File: src/sscr_map.svh
// Register offsets, field positions, codes and reset values of the sensor link block
`ifndef SSCR_MAP_SVH
`define SSCR_MAP_SVH
// APB byte offsets
`define SSCR_APB_CTRL        8'h00
`define SSCR_APB_ACCEL       8'h04
`define SSCR_APB_STATUS      8'h08
`define SSCR_APB_CFG         8'h0c
// APB control register bits
`define SSCR_CTRL_INIT_DONE  0
`define SSCR_CTRL_FAULT      1
`define SSCR_CTRL_ST_RUN     2
`define SSCR_CTRL_ST_ERR     3
`define SSCR_CTRL_OFFSET     4
`define SSCR_CTRL_CRC        5
`define SSCR_CTRL_RESET      6'h00
// Link register addresses
`define SSCR_ADDR_CTL        5'h00
`define SSCR_ADDR_CFG        5'h01
`define SSCR_ADDR_STATE      5'h02
// Addresses that can be neither read nor written
`define SSCR_BLOCKED_MASK    32'h0f0a_a280
// Configuration register bits
`define SSCR_CFG_OC          7
`define SSCR_CFG_SD          4
`define SSCR_CFG_LOCK        3
`define SSCR_CFG_ARM2        2
`define SSCR_CFG_ARM1        1
// Command bits
`define SSCR_CMD_OC          12
`define SSCR_CMD_BIT3        3
`define SSCR_CMD_SD          2
`define SSCR_CMD_ARM         1
`define SSCR_FRAME_BITS      5'h10
// Response status field
`define SSCR_ST_INIT         2'h0
`define SSCR_ST_NORMAL       2'h1
`define SSCR_ST_SELF         2'h2
`define SSCR_ST_ERR          2'h3
// Error response data codes
`define SSCR_ERR_FRAME       12'h000
`define SSCR_ERR_RBACK       12'h001
`define SSCR_ERR_INV_ACC     12'h002
`define SSCR_ERR_INV_REG     12'h004
`define SSCR_ERR_INTERNAL    12'h008
`define SSCR_ERR_SELF        12'h010
// Response word sent in the first frame after reset
`define SSCR_RESP_RESET      16'hb000
`endif

File: src/sscr_pkg.sv
// Types shared by the sensor link block
package sscr_pkg;
    // Received command word
    typedef struct packed {
        logic        hi;
        logic        ax;
        logic        acc;
        logic [12:0] body;
    } sscr_cmd_t;
    // Link pins as sampled
    typedef struct packed {
        logic sclk;
        logic cs_n;
        logic mosi;
        logic miso_rb;
    } sscr_pins_t;
    // Kind of answer queued for the next frame
    typedef enum logic [3:0] {
        RSP_FRAME, RSP_RBACK, RSP_INV_ACC, RSP_INV_REG, RSP_INTERNAL,
        RSP_SELF_ERR, RSP_ACCEL, RSP_WRITE, RSP_READ
    } sscr_rsp_t;
endpackage

File: src/sscr_top.sv
// Sensor serial link: command decode, checks, response build and APB access
// How it works
// Acceleration request needs acc bit and bit3
// Select bit one makes request invalid
// Request config bits compared with stored config
// Config mismatch flags invalid, no data
// Every command must have odd parity
// Data only when all flags but readback clear
// Two-bit status field tags acceleration data
// Acc bit zero: read or write by select
// Write carries address and data byte
// Write acknowledged unless errored, or locked and not to control
// Register answers carry byte in low bits
// Write commits at frame end, dropped on framing error
// Read command holds low byte zero
// Eight-level priority picks the error answer
// Framing error answers error, arm unchanged
// Edge, count and parity framing checks
// Format checks on acceleration and read commands
// Output pin read back every bit
// Readback error voids acceleration request
// Readback error still performs register write
// Readback error voids read, keeps status flags
// Readback flag holds until clean status read
// Pulse output off while init or reset
// First frame after reset answers framing error
// Status read clears reset-occurred flag
// Invalid request answered next frame, no fault
// Sixteen bits, MSB first, sample on rise
`timescale 1ns/10ps
`include "sscr_map.svh"
module sscr_top
    import sscr_pkg::*;
(
    input  wire logic        pclk,
    input  wire logic        presetn,
    input  wire logic        psel,
    input  wire logic        penable,
    input  wire logic        pwrite,
    input  wire logic [7:0]  paddr,
    input  wire logic [31:0] pwdata,
    output logic      [31:0] prdata,
    output logic             pready,
    output logic             pslverr,
    input  wire logic        sclk,
    input  wire logic        cs_n,
    input  wire logic        mosi,
    input  wire logic        miso_rb,
    output logic             miso_o,
    output logic             miso_oe,
    output logic             arm_out,
    output logic             pulse_en
);
    localparam sscr_pins_t PINS_IDLE = '{sclk: 1'b0, cs_n: 1'b1, mosi: 1'b0, miso_rb: 1'b0};
    localparam logic [31:0] BLOCKED  = `SSCR_BLOCKED_MASK; // Addresses with no access

    sscr_pins_t  pin_in;          // Raw pins
    sscr_pins_t  sync1_reg;       // First synchroniser stage
    sscr_pins_t  sync2_reg;       // Second synchroniser stage
    logic        sclk_d_reg;      // Previous clock level
    logic        cs_d_reg;        // Previous select level
    logic        cs_fall;         // Frame start
    logic        cs_rise;         // Frame end
    logic        in_frame;        // Select held low
    logic        sclk_rise;       // Sample edge
    logic        sclk_fall;       // Shift edge
    logic [15:0] rx_reg;          // Command shift register
    logic [15:0] tx_reg;          // Response shift register
    logic [4:0]  cnt_reg;         // Rising edges this frame
    logic        edge_err_reg;    // Clock high at frame start
    logic        rb_err_reg;      // Readback mismatch this frame
    logic [15:0] resp_reg;        // Word for next frame
    sscr_rsp_t   kind_reg;        // Kind of that word
    logic        first_reg;       // No frame ended since reset
    logic [7:0]  regs_reg [32];   // Link register array
    logic        init_flag_reg;   // Init pending
    logic        reset_flag_reg;  // Reset occurred
    logic        fault_flag_reg;  // Internal fault
    logic        rb_flag_reg;     // Readback mismatch
    logic        offset_flag_reg; // Offset monitor error
    logic [5:0]  ctrl_reg;        // APB control bits
    logic [11:0] accel_reg;       // Acceleration sample
    logic        arm_out_reg;     // Arming output
    logic        pulse_en_reg;    // Pulse output enable
    logic [31:0] prdata_reg;      // APB read data
    sscr_cmd_t   cmd;             // Decoded command
    logic [4:0]  addr;            // Register address
    logic [7:0]  cfg;             // Stored configuration
    logic [7:0]  state_byte;      // Status register view
    logic        arm_cfg;         // OR of arm config bits
    logic        fmt_err;         // Format violation
    logic        frame_err;       // Any framing error
    logic        mismatch;        // Config mismatch
    logic        locked;          // Init lock set
    logic        wr_bad;          // Write not allowed
    logic        reg_bad;         // Register access not allowed
    logic [7:0]  wr_val;          // Value a write stores
    logic [7:0]  rd_val;          // Value a read returns
    sscr_rsp_t   kind_next;       // Answer kind chosen now
    logic [14:0] body;            // Response without parity
    logic [1:0]  acc_status;      // Status for valid data
    logic        wr_en;           // Commit a write
    logic        rd_clear;        // Clean status read
    logic        acc_ok;          // Valid acceleration answer

    // Two-stage synchronisers for all link pins
    assign pin_in = '{sclk: sclk, cs_n: cs_n, mosi: mosi, miso_rb: miso_rb};
    always_ff @(posedge pclk or negedge presetn) begin
        if (!presetn) begin
            sync1_reg <= PINS_IDLE;
            sync2_reg <= PINS_IDLE;
        end else begin
            sync1_reg <= pin_in;
            sync2_reg <= sync1_reg;
        end
    end

    // Edge history of clock and select
    always_ff @(posedge pclk or negedge presetn) begin
        if (!presetn) begin
            sclk_d_reg <= 1'b0;
            cs_d_reg   <= 1'b1;
        end else begin
            sclk_d_reg <= sync2_reg.sclk;
            cs_d_reg   <= sync2_reg.cs_n;
        end
    end
    assign cs_fall   = cs_d_reg & ~sync2_reg.cs_n;
    assign cs_rise   = ~cs_d_reg & sync2_reg.cs_n;
    assign in_frame  = ~cs_d_reg & ~sync2_reg.cs_n;
    assign sclk_rise = in_frame & ~sclk_d_reg & sync2_reg.sclk;
    assign sclk_fall = in_frame & sclk_d_reg & ~sync2_reg.sclk;

    // Receive shift, MSB first on rising edges
    always_ff @(posedge pclk or negedge presetn) begin
        if (!presetn) begin
            rx_reg <= 16'h0000;
        end else if (cs_fall) begin
            rx_reg <= 16'h0000;
        end else if (sclk_rise) begin
            rx_reg <= {rx_reg[14:0], sync2_reg.mosi};
        end
    end

    // Edge count and start-edge check
    always_ff @(posedge pclk or negedge presetn) begin
        if (!presetn) begin
            cnt_reg      <= 5'h00;
            edge_err_reg <= 1'b0;
        end else if (cs_fall) begin
            cnt_reg      <= 5'h00;
            edge_err_reg <= sync2_reg.sclk;
        end else if (sclk_rise && cnt_reg != 5'h1f) begin
            cnt_reg <= cnt_reg + 5'h01;
        end
    end

    // Transmit shift, loaded at frame start, next bit on falling edges
    always_ff @(posedge pclk or negedge presetn) begin
        if (!presetn) begin
            tx_reg  <= 16'h0000;
            miso_oe <= 1'b0;
        end else begin
            miso_oe <= ~sync2_reg.cs_n;
            if (cs_fall) begin
                tx_reg <= resp_reg;
            end else if (sclk_fall) begin
                tx_reg <= {tx_reg[14:0], 1'b0};
            end
        end
    end
    assign miso_o = tx_reg[15];

    // Readback compare of the driven bit
    always_ff @(posedge pclk or negedge presetn) begin
        if (!presetn) begin
            rb_err_reg <= 1'b0;
        end else if (cs_fall) begin
            rb_err_reg <= 1'b0;
        end else if (sclk_rise && sync2_reg.miso_rb != tx_reg[15]) begin
            rb_err_reg <= 1'b1;
        end
    end

    // Command decode and checks
    assign cmd        = rx_reg;
    assign addr       = cmd.body[12:8];
    assign cfg        = regs_reg[`SSCR_ADDR_CFG];
    assign locked     = cfg[`SSCR_CFG_LOCK];
    assign arm_cfg    = cfg[`SSCR_CFG_ARM2] | cfg[`SSCR_CFG_ARM1];
    assign state_byte = {init_flag_reg, reset_flag_reg, fault_flag_reg,
                         rb_flag_reg, offset_flag_reg, 3'h0};

    assign fmt_err = cmd.acc ? (cmd.hi | (|cmd.body[11:4]) | ~cmd.body[`SSCR_CMD_BIT3])
                             : (~cmd.ax & (|cmd.body[7:0]));

    assign frame_err = edge_err_reg | sync2_reg.sclk | (cnt_reg != `SSCR_FRAME_BITS)
                     | ~(^rx_reg) | fmt_err;

    assign mismatch = (cmd.body[`SSCR_CMD_OC] != cfg[`SSCR_CFG_OC])
                    | (cmd.body[`SSCR_CMD_SD] != cfg[`SSCR_CFG_SD])
                    | (cmd.body[`SSCR_CMD_ARM] != arm_cfg);

    assign wr_bad  = BLOCKED[addr] | (addr == `SSCR_ADDR_STATE)
                   | (locked & (addr != `SSCR_ADDR_CTL));
    assign reg_bad = cmd.ax ? wr_bad : BLOCKED[addr];

    assign wr_val  = locked ? {cmd.body[7:6], regs_reg[addr][5:0]} : cmd.body[7:0];
    assign rd_val  = (addr == `SSCR_ADDR_STATE) ? state_byte : regs_reg[addr];

    assign acc_status = ctrl_reg[`SSCR_CTRL_ST_RUN] ? `SSCR_ST_SELF
                      : (locked ? `SSCR_ST_NORMAL : `SSCR_ST_INIT);

    // Answer selection in priority order
    always_comb begin
        if (frame_err) begin
            kind_next = RSP_FRAME;
        end else if (rb_err_reg) begin
            kind_next = RSP_RBACK;
        end else if (cmd.acc) begin
            if (cmd.ax | mismatch) begin
                kind_next = RSP_INV_ACC;
            end else if (init_flag_reg) begin
                kind_next = RSP_INTERNAL;
            end else if (reset_flag_reg) begin
                kind_next = RSP_INV_ACC;
            end else if (ctrl_reg[`SSCR_CTRL_CRC]) begin
                kind_next = RSP_INTERNAL;
            end else if (ctrl_reg[`SSCR_CTRL_ST_ERR]) begin
                kind_next = RSP_SELF_ERR;
            end else if (offset_flag_reg | fault_flag_reg) begin
                kind_next = RSP_INTERNAL;
            end else begin
                kind_next = RSP_ACCEL;
            end
        end else if (reg_bad) begin
            kind_next = RSP_INV_REG;
        end else begin
            kind_next = cmd.ax ? RSP_WRITE : RSP_READ;
        end
    end

    // Response word contents
    always_comb begin
        unique case (kind_next)
            RSP_FRAME:    body = {1'b0, `SSCR_ST_ERR, `SSCR_ERR_FRAME};
            RSP_RBACK:    body = {1'b0, `SSCR_ST_ERR, `SSCR_ERR_RBACK};
            RSP_INV_ACC:  body = {cmd.ax, `SSCR_ST_ERR, `SSCR_ERR_INV_ACC};
            RSP_INV_REG:  body = {1'b0, `SSCR_ST_ERR, `SSCR_ERR_INV_REG};
            RSP_INTERNAL: body = {cmd.ax, `SSCR_ST_ERR, `SSCR_ERR_INTERNAL};
            RSP_SELF_ERR: body = {cmd.ax, `SSCR_ST_ERR, `SSCR_ERR_SELF};
            RSP_ACCEL:    body = {cmd.ax, acc_status, accel_reg};
            RSP_WRITE:    body = {1'b1, 6'h00, wr_val};
            RSP_READ:     body = {1'b0, 6'h00, rd_val};
            default:      body = {1'b0, `SSCR_ST_ERR, `SSCR_ERR_FRAME};
        endcase
    end

    assign wr_en    = cs_rise & ~frame_err & ~cmd.acc & cmd.ax & ~wr_bad;
    assign rd_clear = cs_rise & (kind_next == RSP_READ) & (addr == `SSCR_ADDR_STATE);
    assign acc_ok   = cs_rise & (kind_next == RSP_ACCEL);

    // Latch the answer at frame end, odd parity in the top bit
    always_ff @(posedge pclk or negedge presetn) begin
        if (!presetn) begin
            resp_reg  <= `SSCR_RESP_RESET;
            kind_reg  <= RSP_FRAME;
            first_reg <= 1'b1;
        end else if (cs_rise) begin
            resp_reg  <= {~(^body), body};
            kind_reg  <= kind_next;
            first_reg <= 1'b0;
        end
    end

    // Link register array, written only after a frame with no framing error
    always_ff @(posedge pclk or negedge presetn) begin
        if (!presetn) begin
            for (int i = 0; i < 32; i++) begin
                regs_reg[i] <= 8'h00;
            end
        end else if (wr_en) begin
            regs_reg[addr] <= wr_val;
        end
    end

    // Init pending clears once the core reports start-up done
    always_ff @(posedge pclk or negedge presetn) begin
        if (!presetn) begin
            init_flag_reg <= 1'b1;
        end else if (ctrl_reg[`SSCR_CTRL_INIT_DONE]) begin
            init_flag_reg <= 1'b0;
        end
    end

    // Sticky status flags; a new event wins over a clearing read
    always_ff @(posedge pclk or negedge presetn) begin
        if (!presetn) begin
            reset_flag_reg  <= 1'b1;
            fault_flag_reg  <= 1'b0;
            rb_flag_reg     <= 1'b0;
            offset_flag_reg <= 1'b0;
        end else begin
            reset_flag_reg  <= reset_flag_reg & ~rd_clear;
            fault_flag_reg  <= ctrl_reg[`SSCR_CTRL_FAULT] | ctrl_reg[`SSCR_CTRL_ST_ERR]
                             | ctrl_reg[`SSCR_CTRL_CRC] | (fault_flag_reg & ~rd_clear);
            rb_flag_reg     <= (sclk_rise & (sync2_reg.miso_rb != tx_reg[15]))
                             | (rb_flag_reg & ~rd_clear);
            offset_flag_reg <= ctrl_reg[`SSCR_CTRL_OFFSET] | (offset_flag_reg & ~rd_clear);
        end
    end

    // Arming follows config only on a valid acceleration answer
    always_ff @(posedge pclk or negedge presetn) begin
        if (!presetn) begin
            arm_out_reg  <= 1'b0;
            pulse_en_reg <= 1'b0;
        end else begin
            if (acc_ok) begin
                arm_out_reg <= arm_cfg;
            end
            pulse_en_reg <= ~(init_flag_reg | reset_flag_reg);
        end
    end
    assign arm_out  = arm_out_reg;
    assign pulse_en = pulse_en_reg;

    // APB writes to control and sample registers
    always_ff @(posedge pclk or negedge presetn) begin
        if (!presetn) begin
            ctrl_reg  <= `SSCR_CTRL_RESET;
            accel_reg <= 12'h000;
        end else if (psel && penable && pwrite) begin
            if (paddr == `SSCR_APB_CTRL) begin
                ctrl_reg <= pwdata[5:0];
            end
            if (paddr == `SSCR_APB_ACCEL) begin
                accel_reg <= pwdata[11:0];
            end
        end
    end

    // APB read data captured in the setup cycle
    always_ff @(posedge pclk or negedge presetn) begin
        if (!presetn) begin
            prdata_reg <= 32'h0000_0000;
        end else if (psel && !penable) begin
            unique case (paddr)
                `SSCR_APB_CTRL:   prdata_reg <= {26'h0, ctrl_reg};
                `SSCR_APB_ACCEL:  prdata_reg <= {20'h0, accel_reg};
                `SSCR_APB_STATUS: prdata_reg <= {22'h0, pulse_en_reg, arm_out_reg, state_byte};
                `SSCR_APB_CFG:    prdata_reg <= {24'h0, cfg};
                default:          prdata_reg <= 32'h0000_0000;
            endcase
        end
    end
    assign prdata  = prdata_reg;
    assign pready  = 1'b1;
    assign pslverr = psel & penable & (paddr != `SSCR_APB_CTRL) & (paddr != `SSCR_APB_ACCEL)
                   & (paddr != `SSCR_APB_STATUS) & (paddr != `SSCR_APB_CFG);
endmodule

File: config.mk
export PLATFORM = sky130hd
export DESIGN_NAME = sscr_top
export DESIGN_NICKNAME = d
export VERILOG_FILES = /design/src/sscr_pkg.sv /design/src/sscr_top.sv
export VERILOG_INCLUDE_DIRS = /design/src
export SDC_FILE = /design/constraint.sdc
export NUM_CORES = 1
export LEC_CHECK = 0
export BUFFER_PORTS_ARGS = -buffer_cell sky130_fd_sc_hd__buf_2
export CORE_MARGIN = 3
export CORE_UTILIZATION = 61
export DETAILED_ROUTE_END_ITERATION = 8
export HOLD_SLACK_MARGIN = 0.1
export PLACE_DENSITY = 0.8
export SETUP_SLACK_MARGIN = 0.02
export SKIP_LAST_GASP = 1
export SYNTH_ARGS = -nofsm -noshare
export SYNTH_HDL_FRONTEND = slang
export SYNTH_SLANG_ARGS = --single-unit
File: constraint.sdc
create_clock -name pclk -period 7.05 [get_ports pclk]
set_input_delay 1.7625 -clock pclk [delete_from_list [all_inputs] [get_ports pclk]]
set_output_delay 1.7625 -clock pclk [all_outputs]
set_load 0.01 [all_outputs]
# --- Word level (Yosys, flattened, before mapping) ---
# Memory sizes are Yosys's and may differ from the RTL's.
# Index checks and enable logic that the tools add are counted.
totals:
  register_bits: 379
  romBits: 32
  input_bits: 49
  out_inout_bits: 38
  wordCells: 198
  n_memories: 1
op_classes:
  addsub: 1
  n_lt_le_gt_ge: 3
  n_eq_ne: 21
  n_mux: 34
  bitwise: 59
  n_reduce_logical: 20
memory_table:
  columns: ["name", "depth", "width", "rd", "rd_clocked_by_memory_dff", "write_ports", "line_no", "text"]
  rows:
  - ["(no name shown)", 32, 1, 1, 0, 0, "sscr_top.sv:206", "assign reg_bad = cmd.ax ? wr_bad : BLOCKED[addr];"]
op_table:
  columns: ["cell", "n"]
  rows:
  - ["$bwmux 256", 1]
  - ["$pmux 15 s8", 1]
  - ["$mux 16", 4]
  - ["$pmux 12 s4", 1]
  - ["$bmux 8 s5", 1]
  - ["$demux 8 s5", 1]
  - ["$mux 8", 4]
  - ["$and 1x1->1", 26]
  - ["$mux 4", 5]
  - ["$or 1x1->1", 19]
  - ["$eq 4x3->1 const B", 4]
  - ["$eq 8x4->1 const B", 2]
  - ["$ne 8x4->1 const B", 2]
  - ["$reduce_or 8->1", 2]
  - ["$reduce_xor 16->1", 1]
  - ["$reduce_xor 15->1", 1]
  - ["$not 1->1", 13]
  - ["$mux 5", 2]
  - ["$ne 5x5->1 const B", 2]
  - ["$mux 3", 3]
  - ["$eq 4x2->1 const B", 2]
  - ["$eq 8x3->1 const B", 1]
  - ["$logic_not 8->1", 1]
  - ["$mux 2", 4]
  - ["18 further kinds", 35]

# --- Longest topological paths before layout ---
depth:
  depth_word: 16
  ltp_mapped: 18
  depth_no_buf: 12

# --- Worst setup path before layout ---
# No wires, ideal clock.
synth_path:
  path_kind: "register to register"
  startpoint: "reg rx_reg[9], in the netlist cmd[9]"
  endpoint: "reg resp_reg[15]"
  setup_ns: 0.064
  arrival_ns: 4.903
  required_ns: 6.986
  setup_slack_ns: 2.083
  stages_incl_launch_ff: 17
  path_buffers: 5
  synth_period_minus_slack_ns: 4.967
  cell_sequence: "dfrtp_1 buf_2 buf_1 buf_2 buf_1 inv_1 ha_1 xor2_1 xnor3_1 mux2_2 buf_2 or3_4 o221a_1 xor2_1 xnor3_1 or3_1 nand3_1"
synth_between:
  elab_chain_len: 13
  word_cells_on_any_way: 37
  cone_classes: "9 x eq/ne; 13 x mux; 10 x bitwise; 4 x reduce/logical; 1 x memory"
synth_lines:
  columns: ["element", "line_no", "text"]
  rows:
  - ["start, declared", "sscr_top.sv:67", "logic [15:0] rx_reg;"]
  - ["start signal, assigned", "sscr_top.sv:141", "rx_reg <= {rx_reg[14:0], sync2_reg.mosi};"]
  - ["$mem_v2 32x1", null, null]
  - ["$mux 1 (implied by the code)", "sscr_top.sv:206", null]
  - ["$or 1x1->1 (2 in series)", "sscr_top.sv:204", "assign wr_bad = BLOCKED[addr] | (addr == `SSCR_ADDR_STATE)"]
  - ["$mux 1", "sscr_top.sv:206", null]
  - ["$mux 4", "sscr_top.sv:236", "end else if (reg_bad) begin"]
  - ["$mux 4", "sscr_top.sv:220", "end else if (cmd.acc) begin"]
  - ["$mux 4", "sscr_top.sv:218", "end else if (rb_err_reg) begin"]
  - ["$mux 4", "sscr_top.sv:216", "if (frame_err) begin"]
  - ["$eq 4x4->1, or another cell as far along", "sscr_top.sv:245", "unique case (kind_next)"]
  - ["$pmux 15 s8 (*)", "sscr_top.sv:245", null]
  - ["$reduce_xor 15->1 (*)", "sscr_top.sv:270", "resp_reg <= {~(^body), body};"]
  - ["$not 1->1 (*)", "sscr_top.sv:270", null]
  - ["end signal, assigned", "sscr_top.sv:266", "resp_reg <= `SSCR_RESP_RESET;"]
  - ["end signal, assigned", "sscr_top.sv:270", null]
  - ["end, declared", "sscr_top.sv:72", "logic [15:0] resp_reg;"]
# Mark *: on every way between the ends. The rest lies on a longest branch, timed or not. The select of a mux whose other input is x is not followed.
# A chain may end at the register's enable or synchronous reset.

# --- Final worst setup path ---
layout_path:
  startpoint: "reg rx_reg[8], in the netlist cmd[8]"
  endpoint: "reg resp_reg[15]"
# The elaborated chain is that of the path after synthesis.

==> reports/metrics.cfg <==
[finish]
largest_reg_flops = 248
final_cells = 1843
register_area_mm2 = 0.00900
final_area_mm2 = 0.0178
nFillCells = 1850
num_antenna_cells = 0
drive_gt1_share_pct = 15.3
area_delta_synth_final_pct = 8.64
nets = 1543
mostFrequentLayoutCells = dfrtp_1 (349), nand2_1 (327), o21ai_0 (257), mux4_2 (57)
final_common_cell = dfrtp_1
multi_input_area_mm2 = 0.00663

[route]
drtPass1Iterations = 6
totalWireLength_mm = 38.4
route.detailed.drc = 0
ant_nets = 0
first_iter_violations = 1189
vias = 11600
routedWlPerCell_um = 20.8
vias_per_cell = 6.27

[sta]
rsz0062_at_grt = no
slew_violations = 0
relSlewSlack_pct = 19.2
tightest_slew_ps = 1210
finClkSkew_ps = 19.5
final-setup-viol-count = 0
fmax_ghz = 0.198
finalSetupTns_ps = 0
finalCritPeriodShare_pct = 71.8
holdWs_ps = 346
min_period_ps = 5060
hold_viol = 0

[clock_tree]
clkLatencyLatePin_ps = 530
clk_pin_slew_ps = 60
cts_buffer_depth = 3
cts_setup_buffers = 0
cts_buffers = 39
hold_buffers = 0
cts_sinks = 359
cts_tree = done
htree_levels = 2
cts_resized = 0
cts_root_buf = clkbuf_16

[pwr]
p_int_mw = 3.34
p_comb_share_pct = 2.9
pwr-share-seq_pct = 49.5
leakagePower_nw = 7.83
pwr-share-clk_pct = 47.6
vdd_drop_max_mv = 0.153
power_density_mw_per_mm2 = 238
swShare_pct = 21.2
switchingPower_uw = 900
power.total_mw = 4.24

[worst_setup_path]
critPathRequiredTime_ps = 7500
reg2regPathDepth = 11
rrSetupSlack_ps = 1990
cp.arrival_ps = 5510
reg2reg_to = resp_reg[15]
timing.setup.critical_path_class = register to register
start_kind = register
slowest_stage = dfrtp_4
crit_start = cmd[8]
timing.rr.start = cmd[8]
cpPeakStageDelay_ps = 830
worstPathMaxFanout = 32
cp-endpoint = resp_reg[15]
cp_cell_sequence = clkinv_1 -> ha_1 -> xor2_1 -> xnor3_1 -> mux2_2 -> or4_1 -> o32ai_1 -> xor2_1 -> xnor3_1 -> or3_1 -> nand3_1
cp-end-kind = register

[floorplan]
core_mm2 = 0.0262
dieArea_mm2 = 0.0288
rows = 59
io_pins = 87
die_x_um = 170
start_util_pct = 62.5
die_y_um = 170

[synth]
synth.avg_cell_area_um2 = 10.7
ys.flop_type = dfrtp_1
yosys_warnings = 0
yosysTopAreaCell = dfrtp_1
syn_area_mm2 = 0.0164
synth.distinct_cells = 88
yosysSeqAreaShare_pct = 54.9
synth_top_area_share_pct = 53.6
syn_inst = 1532
ys_ff_latch = 359
synth_area_leaders = dfrtp_1 (54%), o21ai_0 (7.9%), mux4_2 (7.8%)
synth-async-reset-ratio_pct = 100
synth-edff-count = 0

[grt]
antenna_found_initial = 0
grt_max_degree = 119
grt_overflow = 0
grt_use_total_pct = 27.0
grt_pass1_vias = 11400
grt_pass1_wl_mm = 61.4

[placement]
port_buffers = 45
dp_hpwl_mm = 25.0
dp.cells = 1776
globalplace.congestion = 0.945
placed_area_mm2 = 0.0165

[worst_hold_path]
min_path_type = register to register

[run]
maxCapViolCount = 0

[outcome]
outcome = finished, final reports clean

-- cell type report --
class,count,area share [%]
clock inverters,6,0.570
well taps,335,2.36
clock buffers,61,6.63
inverters,24,0.506
multi-input cells,997,37.3
flip-flops and latches,359,50.6
repair buffers,61,2.07
-- stage by stage --
step / setup slack [ps] / util (%)
2_1_floorplan: 2080 / -
3_3_place_gp: 2040 / 63.0
3_5_place_dp: 1980 / 63.0
4_1_cts: 1940 / 67.9
5_1_grt: 1670 / 67.9
6_report: 1990 / 67.9
-- kinds of logic (layout without fill, tap and decap cells) --
group,count (synthesis),after routing,synth area share [%]
and+or+nand+nor,455,455,12.1
xor gates and xnor gates,23,23,1.57
DFF,359,359,54.9
buffers and inverters,195,152,5.21
AOI/OAI and AO/OA,361,361,13.1
adders and majority gates,12,12,0.917
other,2,21,0.0459
muxes,125,125,12.2
-- synth_stat cells, types with 12 or more instances --
library cell	number
dfrtp_1	351
ha_1	12
o31ai_1	17
nand3_1	16
inv_1	22
a22oi_1	13
nor2_1	33
mux2_2	23
mux4_2	57
clkbuf_1	122
buf_2	14
o21ai_0	258
nand2_1	327
mux2i_1	45
buf_4	25
-- how the worst min path moves through the flow --
stage                            start            to  slack, ps  depth (start not counted)
after floorplan           sync1_reg[0]  sync2_reg[0]        330                          0
after CTS                 sync1_reg[3]  sync2_reg[3]        350                          0
final                     sync1_reg[3]  sync2_reg[3]        350                          0
after detailed placement  sync1_reg[3]  sync2_reg[3]        330                          0
after global placement    sync1_reg[0]  sync2_reg[0]        330                          0
after global routing      sync1_reg[1]  sync2_reg[1]        350                          0
-- critical path, delay by kind of cell, from the launching register on --
kind / cells / cell delay (ps)
mux: 1 / 480
buf+inv: 1 / 550
flops: 1 / 830
xor+xnor: 4 / 1140
fa+ha+maj: 1 / 450
compound gates: 1 / 390
simple gates: 3 / 1150
-- power groups by stage --
stage	combinational (mW)	sequential (mW)	clock [mW]
finish	0.125	2.10	2.02
global route	0.141	2.10	2.13
CTS	0.127	2.10	2.04
detailed placement	0.126	2.14	0
global placement	0.123	2.13	0
floorplan	0.0661	2.13	0
-- routing by layer --
metal	track usage (%)	vias to the layer above	share of wire (%)
li1	-	5190	-
met1	37.8	5689	41
met2	41.6	556	46
met3	6.48	127	9.2
met4	10.5	0	4.1
met5	0	-	0
Power figures use the tool's default switching activity.
